**src/inc/sscd_pkg.sv**
```systemverilog
package sscd_pkg;
   // register addresses of the address-mode map
   localparam logic [6:0] SSCD_ADDR_SW    = 7'h01;
   localparam logic [6:0] SSCD_ADDR_CFG   = 7'h02;
   localparam logic [6:0] SSCD_ADDR_FLAGS = 7'h03;
   localparam logic [6:0] SSCD_ADDR_BURST = 7'h05;
   localparam logic [6:0] SSCD_ADDR_SOFT  = 7'h0B;
   // reset values
   localparam logic [7:0] SSCD_RST_SW     = 8'h00;
   localparam logic [7:0] SSCD_RST_CFG    = 8'h06;
   localparam logic [7:0] SSCD_RST_FLAGS  = 8'h00;
   localparam logic [7:0] SSCD_RST_BURST  = 8'h00;
   localparam logic [7:0] SSCD_RST_SOFT   = 8'h00;
   // writable bits of the switch, configuration and burst registers
   localparam logic [7:0] SSCD_MASK_SW    = 8'h0F;
   localparam logic [7:0] SSCD_MASK_CFG   = 8'h07;
   localparam logic [7:0] SSCD_MASK_BURST = 8'h01;
   // bit positions in the configuration and flag registers
   localparam int SSCD_BIT_CRC  = 0;
   localparam int SSCD_BIT_SCLK = 1;
   localparam int SSCD_BIT_RW   = 2;
   // frame constants
   localparam logic [7:0]  SSCD_ALIGN     = 8'h25;
   localparam logic [15:0] SSCD_CLR_CMD   = 16'h6CA9;
   localparam logic [7:0]  SSCD_CRC_POLY  = 8'h07;
   localparam logic [7:0]  SSCD_CRC_SEED  = 8'h00;
   localparam logic [5:0]  SSCD_CNT_ADDR  = 6'd8;
   localparam logic [5:0]  SSCD_CNT_CHECK = 6'd9;
   localparam logic [5:0]  SSCD_CNT_BASE  = 6'd16;
   localparam logic [5:0]  SSCD_CNT_CRC   = 6'd24;
   localparam logic [5:0]  SSCD_CNT_MAX   = 6'd63;
   // frame tracking states
   typedef enum logic [1:0] {
      SSCD_IDLE  = 2'b01,
      SSCD_FRAME = 2'b10
   } sscd_state_t;
endpackage : sscd_pkg

```
**src/sscd_crc8.sv**
```systemverilog
`timescale 1ns/100ps
// crc over a 16-bit payload, msb first, result held in a register
module sscd_crc8 (
   input  wire logic        clock,
   input  wire logic        srst,
   input  wire logic        load,
   input  wire logic [15:0] payload,
   output logic      [7:0]  crc_q
);
   import sscd_pkg::*;

   logic [7:0] crc_d;

   // one cycle for the whole word keeps the serial path free of timing
   function automatic logic [7:0] crc_word(input logic [15:0] w);
      logic [7:0] c;
      c = SSCD_CRC_SEED;
      for (int i = 15; i >= 0; i--) begin
         c = {c[6:0], 1'b0} ^ ((c[7] ^ w[i]) ? SSCD_CRC_POLY : 8'h00);
      end
      return c;
   endfunction : crc_word

   always_comb begin
      crc_d = load ? crc_word(payload) : crc_q;
   end

   always_ff @(posedge clock) begin
      if (srst) begin
         crc_q <= SSCD_CRC_SEED;
      end else begin
         crc_q <= crc_d;
      end
   end
endmodule : sscd_crc8

```
**src/sscd_top.sv**
```systemverilog
`timescale 1ns/100ps
// Notes on behaviour
// - spi modes 0 and 3 both work
// - frame is 16 clocks between cs edges
// - first bit 0 write, 1 read
// - then seven address bits, eight data bits
// - read returns register on sdo, input ignored
// - address taken at eighth rising edge
// - no crc: write at sixteenth rising edge
// - sdo sends 0x25 alignment byte first
// - sample rising, drive falling, open drain
// - crc adds eight clocks, 24 total
// - crc x8+x2+x+1, seed zero, 16 bits
// - bad crc blocks write, sets crc flag
// - host sends crc on writes, device on reads
// - crc checking off after reset, switchable
// - wrong clock count sets clock flag
// - short frame never writes; long still writes
// - clock count check on after reset
// - unknown or read-only address sets address flag
// - address checked at ninth edge, blocks write
// - address check on after reset
// - each error has enable and flag bit
// - clear command empties flags, not address error
// - reset pin low restores defaults, opens switches
module sscd_top (
   input  wire logic       clock,
   input  wire logic       srst,
   input  wire logic       rst_pin_n,
   input  wire logic       sclk,
   input  wire logic       cs_n,
   input  wire logic       sdi,
   output logic            sdo_o,
   output logic            sdo_oe,
   output logic      [3:0] switch_en,
   output logic      [2:0] err_flag
);
   import sscd_pkg::*;

   ////////////////////////////////////////////////////////////////////////////////
   // pin synchronisers; only the second stage and later are read
   logic [3:0] sync1_q, sync2_q;
   logic       sclk_prev_q, cs_prev_q;
   logic       sclk_s, cs_s, sdi_s, rstp_s;
   assign sclk_s = sync2_q[0];
   assign cs_s   = sync2_q[1];
   assign sdi_s  = sync2_q[2];
   assign rstp_s = sync2_q[3];

   always_ff @(posedge clock) begin
      if (srst) begin
         sync1_q     <= 4'hA;
         sync2_q     <= 4'hA;
         sclk_prev_q <= 1'b0;
         cs_prev_q   <= 1'b1;
      end else begin
         sync1_q     <= {rst_pin_n, sdi, cs_n, sclk};
         sync2_q     <= sync1_q;
         sclk_prev_q <= sclk_s;
         cs_prev_q   <= cs_s;
      end
   end

   // the pin reset clears everything that software can see
   logic any_rst;
   assign any_rst = srst | ~rstp_s;

   // edge strobes; sclk edges only count inside a frame, so mode 0 and 3 both fit
   logic rise, fall, cs_fall, cs_rise;
   assign cs_fall = cs_prev_q & ~cs_s;
   assign cs_rise = ~cs_prev_q & cs_s;
   assign rise    = sclk_s & ~sclk_prev_q & ~cs_s;
   assign fall    = ~sclk_s & sclk_prev_q & ~cs_s;

   ////////////////////////////////////////////////////////////////////////////////
   // address decode used at the check edge; the read latch decodes through rd_mux
   function automatic logic addr_known(input logic [6:0] a);
      return (a == SSCD_ADDR_SW) || (a == SSCD_ADDR_CFG) || (a == SSCD_ADDR_FLAGS) ||
             (a == SSCD_ADDR_BURST) || (a == SSCD_ADDR_SOFT);
   endfunction : addr_known

   ////////////////////////////////////////////////////////////////////////////////
   // frame state
   sscd_state_t state_q, state_d;
   logic [5:0]  cnt_q, cnt_d;
   logic [15:0] shift_q, shift_d;
   logic [15:0] cmd_q, cmd_d;
   logic [6:0]  addr_q, addr_d;
   logic        dir_q, dir_d;
   logic        inval_q, inval_d;
   logic [7:0]  rdata_q, rdata_d;
   logic [7:0]  sw_q, sw_d, cfg_q, cfg_d, flags_q, flags_d, burst_q, burst_d;
   logic [7:0]  soft_q, soft_d;
   logic        bit_q, bit_d, oe_q, oe_d;
   logic        crcf_q, crcf_d;                     // crc mode in force when the frame opened
   logic        crc_load;
   logic [15:0] crc_payload;
   logic [7:0]  crc_q;

   logic [7:0]  byte_now, rd_mux;
   logic [15:0] word_now;
   logic        crc_en, at_addr, at_check, at_base, at_crc, crc_ok, commit, clear;
   assign byte_now = {shift_q[6:0], sdi_s};
   assign word_now = {shift_q[14:0], sdi_s};
   assign crc_en   = cfg_q[SSCD_BIT_CRC];
   assign at_addr  = rise && (cnt_q == SSCD_CNT_ADDR - 6'd1);
   assign at_check = rise && (cnt_q == SSCD_CNT_CHECK - 6'd1);
   assign at_base  = rise && (cnt_q == SSCD_CNT_BASE - 6'd1);
   assign at_crc   = rise && (cnt_q == SSCD_CNT_CRC - 6'd1);
   assign crc_ok   = (byte_now == crc_q);
   // short frames never reach these edges, so they can never write
   assign commit   = !dir_q && !inval_q &&
                     (crc_en ? (at_crc && crc_ok) : at_base);
   assign clear    = commit && ((crc_en ? cmd_q : word_now) == SSCD_CLR_CMD);

   // read mux over the live register contents
   always_comb begin
      case (byte_now[6:0])
         SSCD_ADDR_SW:    rd_mux = sw_q;
         SSCD_ADDR_CFG:   rd_mux = cfg_q;
         SSCD_ADDR_FLAGS: rd_mux = flags_q;
         SSCD_ADDR_BURST: rd_mux = burst_q;
         SSCD_ADDR_SOFT:  rd_mux = soft_q;
         default:         rd_mux = 8'h00;
      endcase
   end

   // crc engine: read frames hash the command byte and the read data, write frames the incoming word
   assign crc_load    = (at_addr && byte_now[7]) || (at_base && !dir_q);
   assign crc_payload = at_addr ? {byte_now, rd_mux} : word_now;

   sscd_crc8 u_crc (
      .clock   (clock),
      .srst    (any_rst),
      .load    (crc_load),
      .payload (crc_payload),
      .crc_q   (crc_q)
   );

   ////////////////////////////////////////////////////////////////////////////////
   // next values of the frame and register state
   always_comb begin
      state_d = state_q;
      cnt_d   = cnt_q;
      shift_d = shift_q;
      cmd_d   = cmd_q;
      addr_d  = addr_q;
      dir_d   = dir_q;
      inval_d = inval_q;
      rdata_d = rdata_q;
      sw_d    = sw_q;
      cfg_d   = cfg_q;
      burst_d = burst_q;
      soft_d  = soft_q;
      flags_d = clear ? SSCD_RST_FLAGS : flags_q;   // sets below win over the clear
      bit_d   = bit_q;
      crcf_d  = crcf_q;
      case (state_q)
         SSCD_IDLE: begin
            if (cs_fall) begin
               state_d = SSCD_FRAME;
               cnt_d   = 6'd0;
               inval_d = 1'b0;
               bit_d   = SSCD_ALIGN[7];
               // a frame that toggles crc must not count itself as wrong length
               crcf_d  = crc_en;
            end
         end
         SSCD_FRAME: begin
            if (cs_rise) begin
               state_d = SSCD_IDLE;
               bit_d   = 1'b1;
               // sclk count check happens only when the frame closes
               if (cfg_q[SSCD_BIT_SCLK] &&
                   cnt_q != (crcf_q ? SSCD_CNT_CRC : SSCD_CNT_BASE)) begin
                  flags_d[SSCD_BIT_SCLK] = 1'b1;
               end
            end
            if (rise) begin
               cnt_d   = (cnt_q == SSCD_CNT_MAX) ? cnt_q : 6'(cnt_q + 6'd1);
               shift_d = word_now;
            end
            if (at_addr) begin
               dir_d   = byte_now[7];
               addr_d  = byte_now[6:0];
               rdata_d = rd_mux;
            end
            if (at_check) begin
               // the clear command address passes here and is judged at edge 16
               if ((!addr_known(addr_q) && addr_q != SSCD_CLR_CMD[14:8]) ||
                   (!dir_q && addr_q == SSCD_ADDR_FLAGS)) begin
                  inval_d = 1'b1;
                  if (cfg_q[SSCD_BIT_RW]) flags_d[SSCD_BIT_RW] = 1'b1;
               end
            end
            if (at_base) begin
               cmd_d = word_now;
               if (addr_q == SSCD_CLR_CMD[14:8] && word_now != SSCD_CLR_CMD) begin
                  inval_d = 1'b1;
                  if (cfg_q[SSCD_BIT_RW]) flags_d[SSCD_BIT_RW] = 1'b1;
               end
            end
            if (at_crc && crc_en && !dir_q && !crc_ok) begin
               flags_d[SSCD_BIT_CRC] = 1'b1;
            end
            if (commit) begin
               case (addr_q)
                  SSCD_ADDR_SW:    sw_d    = byte_now & SSCD_MASK_SW;
                  SSCD_ADDR_CFG:   cfg_d   = (crc_en ? cmd_q[7:0] : byte_now) & SSCD_MASK_CFG;
                  SSCD_ADDR_BURST: burst_d = byte_now & SSCD_MASK_BURST;
                  SSCD_ADDR_SOFT:  soft_d  = byte_now;
                  default:         ;
               endcase
               if (crc_en) begin
                  if (addr_q == SSCD_ADDR_SW) sw_d = cmd_q[7:0] & SSCD_MASK_SW;
                  if (addr_q == SSCD_ADDR_BURST) burst_d = cmd_q[7:0] & SSCD_MASK_BURST;
                  if (addr_q == SSCD_ADDR_SOFT) soft_d = cmd_q[7:0];
               end
            end
            // falling edge k presents frame bit k: alignment, data, then crc
            if (fall && cnt_q != 6'd0) begin
               if (cnt_q < SSCD_CNT_ADDR) begin
                  bit_d = SSCD_ALIGN[~cnt_q[2:0]];
               end else if (cnt_q < SSCD_CNT_BASE) begin
                  bit_d = rdata_q[~cnt_q[2:0]];
               end else if (cnt_q < SSCD_CNT_CRC && crc_en && dir_q) begin
                  bit_d = crc_q[~cnt_q[2:0]];
               end else begin
                  bit_d = 1'b1;
               end
            end
         end
         default: state_d = SSCD_IDLE;
      endcase
      oe_d = (state_d == SSCD_FRAME) && !bit_d;
   end

   // registers; the pin reset acts like the system reset
   always_ff @(posedge clock) begin
      if (any_rst) begin
         state_q <= SSCD_IDLE;
         cnt_q   <= 6'd0;
         shift_q <= 16'h0000;
         cmd_q   <= 16'h0000;
         addr_q  <= 7'h00;
         dir_q   <= 1'b0;
         inval_q <= 1'b0;
         rdata_q <= 8'h00;
         sw_q    <= SSCD_RST_SW;
         cfg_q   <= SSCD_RST_CFG;
         flags_q <= SSCD_RST_FLAGS;
         burst_q <= SSCD_RST_BURST;
         soft_q  <= SSCD_RST_SOFT;
         bit_q   <= 1'b1;
         oe_q    <= 1'b0;
         crcf_q  <= SSCD_RST_CFG[SSCD_BIT_CRC];
      end else begin
         state_q <= state_d;
         cnt_q   <= cnt_d;
         shift_q <= shift_d;
         cmd_q   <= cmd_d;
         addr_q  <= addr_d;
         dir_q   <= dir_d;
         inval_q <= inval_d;
         rdata_q <= rdata_d;
         sw_q    <= sw_d;
         cfg_q   <= cfg_d;
         flags_q <= flags_d;
         burst_q <= burst_d;
         soft_q  <= soft_d;
         bit_q   <= bit_d;
         oe_q    <= oe_d;
         crcf_q  <= crcf_d;
      end
   end

   // outputs straight from flops; the pin only ever pulls low
   always_ff @(posedge clock) begin
      if (srst) begin
         sdo_o     <= 1'b0;
         sdo_oe    <= 1'b0;
         switch_en <= 4'h0;
         err_flag  <= 3'h0;
      end else begin
         sdo_o     <= 1'b0;
         sdo_oe    <= oe_q;
         switch_en <= sw_q[3:0];
         err_flag  <= flags_q[2:0];
      end
   end
endmodule : sscd_top

```
**config.mk**
```make
export PLATFORM = sky130hd
export DESIGN_NAME = sscd_top
export DESIGN_NICKNAME = d
export VERILOG_FILES = /design/src/inc/sscd_pkg.sv /design/src/sscd_crc8.sv /design/src/sscd_top.sv
export SDC_FILE = /design/constraint.sdc
export NUM_CORES = 1
export LEC_CHECK = 0
export ABC_AREA = 1
export BUFFER_PORTS_ARGS = -buffer_cell sky130_fd_sc_hd__buf_4
export CORE_MARGIN = 2
export CORE_UTILIZATION = 50
export CTS_CLUSTER_DIAMETER = 50
export DETAILED_ROUTE_END_ITERATION = 6
export MAX_ROUTING_LAYER = met4
export PLACE_DENSITY = 0.7
export SYNTH_ARGS = -nofsm -noshare
export SYNTH_HDL_FRONTEND = slang
export SYNTH_SLANG_ARGS = --single-unit
```
**constraint.sdc**
```tcl
create_clock -name clock -period 3.35 [get_ports clock]
set_input_delay 1.005 -clock clock [delete_from_list [all_inputs] [get_ports clock]]
set_output_delay 1.005 -clock clock [all_outputs]
set_load 0.05 [all_outputs]
```
==> impl_metrics.tcl <==
set metrics [dict create \
    status "finished clean" \
    num_vias 5816 \
    path_cells "ha_1 > nand2_4 > nor2_4 > nand3_4 > nand2_1 > nand2_2 > xnor2_1 > nand2_1 > nand3_1 > nand2_1 > nand2_1 > nand2_1 > nand2_1 > nand3_1 > nand2_1 > inv_1" \
    required_ps 3660 \
    hold_path.startpoint "sync1_q[0]" \
    seq_area_frac_synth 0.3781 \
    area_growth_pct 13.58 \
    drcViolationCount 0 \
    core_mm2 0.01196 \
    slew_headroom 0.4534 \
    worstSetupPathType "reg2reg" \
    r2r-end "u_crc.crc_q[5]" \
    hold_buffers 0 \
    synth-seq-cells 115 \
    chipWidth_um 114.4 \
    synthCells 900 \
    leakagePower_nw 2.943 \
    fin_nets 919 \
    hp-class "reg2reg" \
    cp_top_family "simple AND/OR/NAND/NOR gates" \
    reg2reg_slack_ps 500 \
    fmax_mhz 350.3 \
    first_global_vias 5292 \
    postSynthAreaPerCell_um2 6.766 \
    overflow 0 \
    rsz0062_at_grt "false" \
    postRouteAntennaNets 0 \
    max_slew.worst_pin.slew_ps 811.3 \
    htree_num_levels 4 \
    fp.dieH_um 114.4 \
    drt_pass1_iterations 5 \
    port_buffers 13 \
    min_period_ps 2855 \
    grt_usage 0.2721 \
    period_share 0.8521 \
    drive_gt1_frac 0.1183 \
    cts_buffer_depth 2 \
    cts_resized 0 \
    dieArea_mm2 0.01308 \
    cts.sinks 115 \
    drv_cap 0 \
    finalClockSkew_ps 10.63 \
    critical_path.max_stage_delay_ps 560 \
    mappedNetlistArea_mm2 0.006090 \
    holdPathEnd "sync2_q[0]" \
    cts_tree "built" \
    final_util 0.5782 \
    finalMaxSlewViolations 0 \
    cp_slowest_cell "dfxtp_1" \
    clkTransAtPathRegs_ps 60 \
    r2r_cells 16 \
    wl_um 16600 \
    synth_nets 911 \
    n_antenna_cell 0 \
    synth_cell_type_count 48 \
    cpMostUsedCell "nand2_1" \
    place_hpwl_um 11890 \
    cp-start-kind "flip-flop" \
    synth_warnings 0 \
    cts_buffers 17 \
    layout_common_cells "193 x nand2_1, 115 x dfxtp_1, 109 x inv_1" \
    vdd_drop_max_v 0.0003804 \
    ioPinCount 15 \
    hold_viol 0 \
    crit_fanout 14 \
    grt_max_degree 53 \
    antenna_found_initial 0 \
    grt_pass1_wl_um 26680 \
    rows 40 \
    reg2reg_from "cnt_q[0]" \
    crit_buf_inv 1 \
    postCtsSetupBuffers 0 \
    setup_viol 0 \
    final.setup.tns_ps 0 \
    drt_iter0_drc 567 \
    cts_root_buf "clkbuf_16" \
    pwr_density_cell_mw_per_mm2 495.0 \
    globalplace.congestion 0.9760 \
    start_util 0.5091 \
    layout_commonest_cell "nand2_1" \
    whs_path_depth 2 \
    clkLatencyLatePin_ps 420 \
    via_per_inst 5.446 \
    arrival_ps 3170 \
    wl_per_cell_um 15.54 \
    critPathCaptureType "flip-flop" \
]
==> how the worst max path moves through the flow <==
stage | startpoint | endpoint | slack, ps | cells past startpoint
CTS | cnt_q[0] | u_crc.crc_q[5] | 520 | 18
global placement | cnt_q[0] | u_crc.crc_q[5] | 590 | 18
floorplan | srst | rdata_q[4] | 1100 | 8
finish | cnt_q[0] | u_crc.crc_q[5] | 500 | 16
global route | cnt_q[0] | u_crc.crc_q[5] | 190 | 18
detailed placement | cnt_q[0] | u_crc.crc_q[5] | 550 | 18
==> power by group <==
group	switching, mW	total (mW)	internal, mW
registers	0.00796	1.39	1.38
logic	0.0740	0.109	0.0349
clock network	0.645	1.93	1.28
==> final cells by class <==
cell class / count / area, um^2
fill: 1170 / 5045
multi-input combinational: 631 / 3167
sequential: 115 / 2302
clock buffer: 20 / 456.7
inverter: 120 / 455.4
tap: 147 / 183.9
clock inverter: 12 / 178.9
timing repair buffer: 23 / 172.7
==> state kept, by name, indices dropped and copies added, names as in the netlist, 4 cells and up <==
| name | count |
|---|---|
| addr_q | 7 |
| burst_q | 8 |
| cmd_q | 16 |
| cnt_q | 6 |
| rdata_q | 8 |
| shift_q | 15 |
| soft_q | 8 |
| sw_q | 8 |
| switch_en | 4 |
| sync1_q | 4 |
| sync2_q | 4 |
| u_crc.crc_q | 8 |
==> layer usage <==
layer  track usage  part of all wire  vias up  wire [um]
li1              -                 -     2958          -
met2        0.4044              0.44      199       7232
met3       0.06353             0.064       37       1059
met5             -                 0        -          0
met1        0.3602              0.47     2622       7837
met4        0.1057             0.028        0        467
==> synth_stat cells, drive strengths merged <==
cell,number,area [um^2]
o21bai,4,30.03
nor3,18,95.09
nand4,10,62.56
nand2,217,894.6
inv,117,439.2
a2111oi,1,8.760
dfxtp,115,2302
a22o,1,8.760
conb,1,3.750
or2,5,31.28
a21oi,65,332.8
o22ai,1,6.260
o2111ai,1,8.760
ha,5,62.56
nor3b,3,22.52
a31oi,5,31.28
nand3b,1,7.510
nor4,2,12.51
a221oi,1,8.760
o211ai,7,52.55
nor2,70,302.8
buf,11,78.82
o21ai,88,455.4
clkbuf,23,86.33
a211oi,2,15.01
nand3,109,568.1
clkinv,3,16.27
xor2,6,67.56
xnor2,8,77.58
==> worst register-to-register path, delay by kind of cell, from the launching register on <==
| kind | cells | cell delay [ps] |
|---|---|---|
| AND/OR/NAND/NOR | 13 | 1490 |
| buffers and inverters | 1 | 30 |
| adder cells (fa/ha/maj) | 1 | 330 |
| XOR/XNOR | 1 | 350 |
| flip-flops | 1 | 560 |
==> metrics by stage <==
stage               cells  worst slack (ps)  area (um^2)  hold slack, ps  power (mW)
floorplan             900              1100         6090           388.3       1.494
detailed placement   1036             550.8         6281           393.4       1.524
global route         1068             193.3         6917           415.7       3.524
finish               1068             495.4         6917           404.9       3.424
CTS                  1068             520.2         6917           406.2       3.444
global placement     1036             589.3         6281           389.5       1.522
==> cell families (layout without fill, tap and decap cells) <==
| group | after synthesis | in the layout | share of synthesized area |
|---|---|---|---|
| flip-flops | 115 | 115 | 0.3781 |
| adder cells (fa/ha/maj) | 5 | 5 | 0.01027 |
| AO/OA/AOI/OAI | 176 | 176 | 0.1574 |
| buffers and inverters | 154 | 175 | 0.1019 |
| other | 1 | 1 | 0.0006158 |
| AND/OR/NAND/NOR | 435 | 435 | 0.3279 |
| XOR/XNOR | 14 | 14 | 0.02383 |
Power figures use the tool's default switching activity.
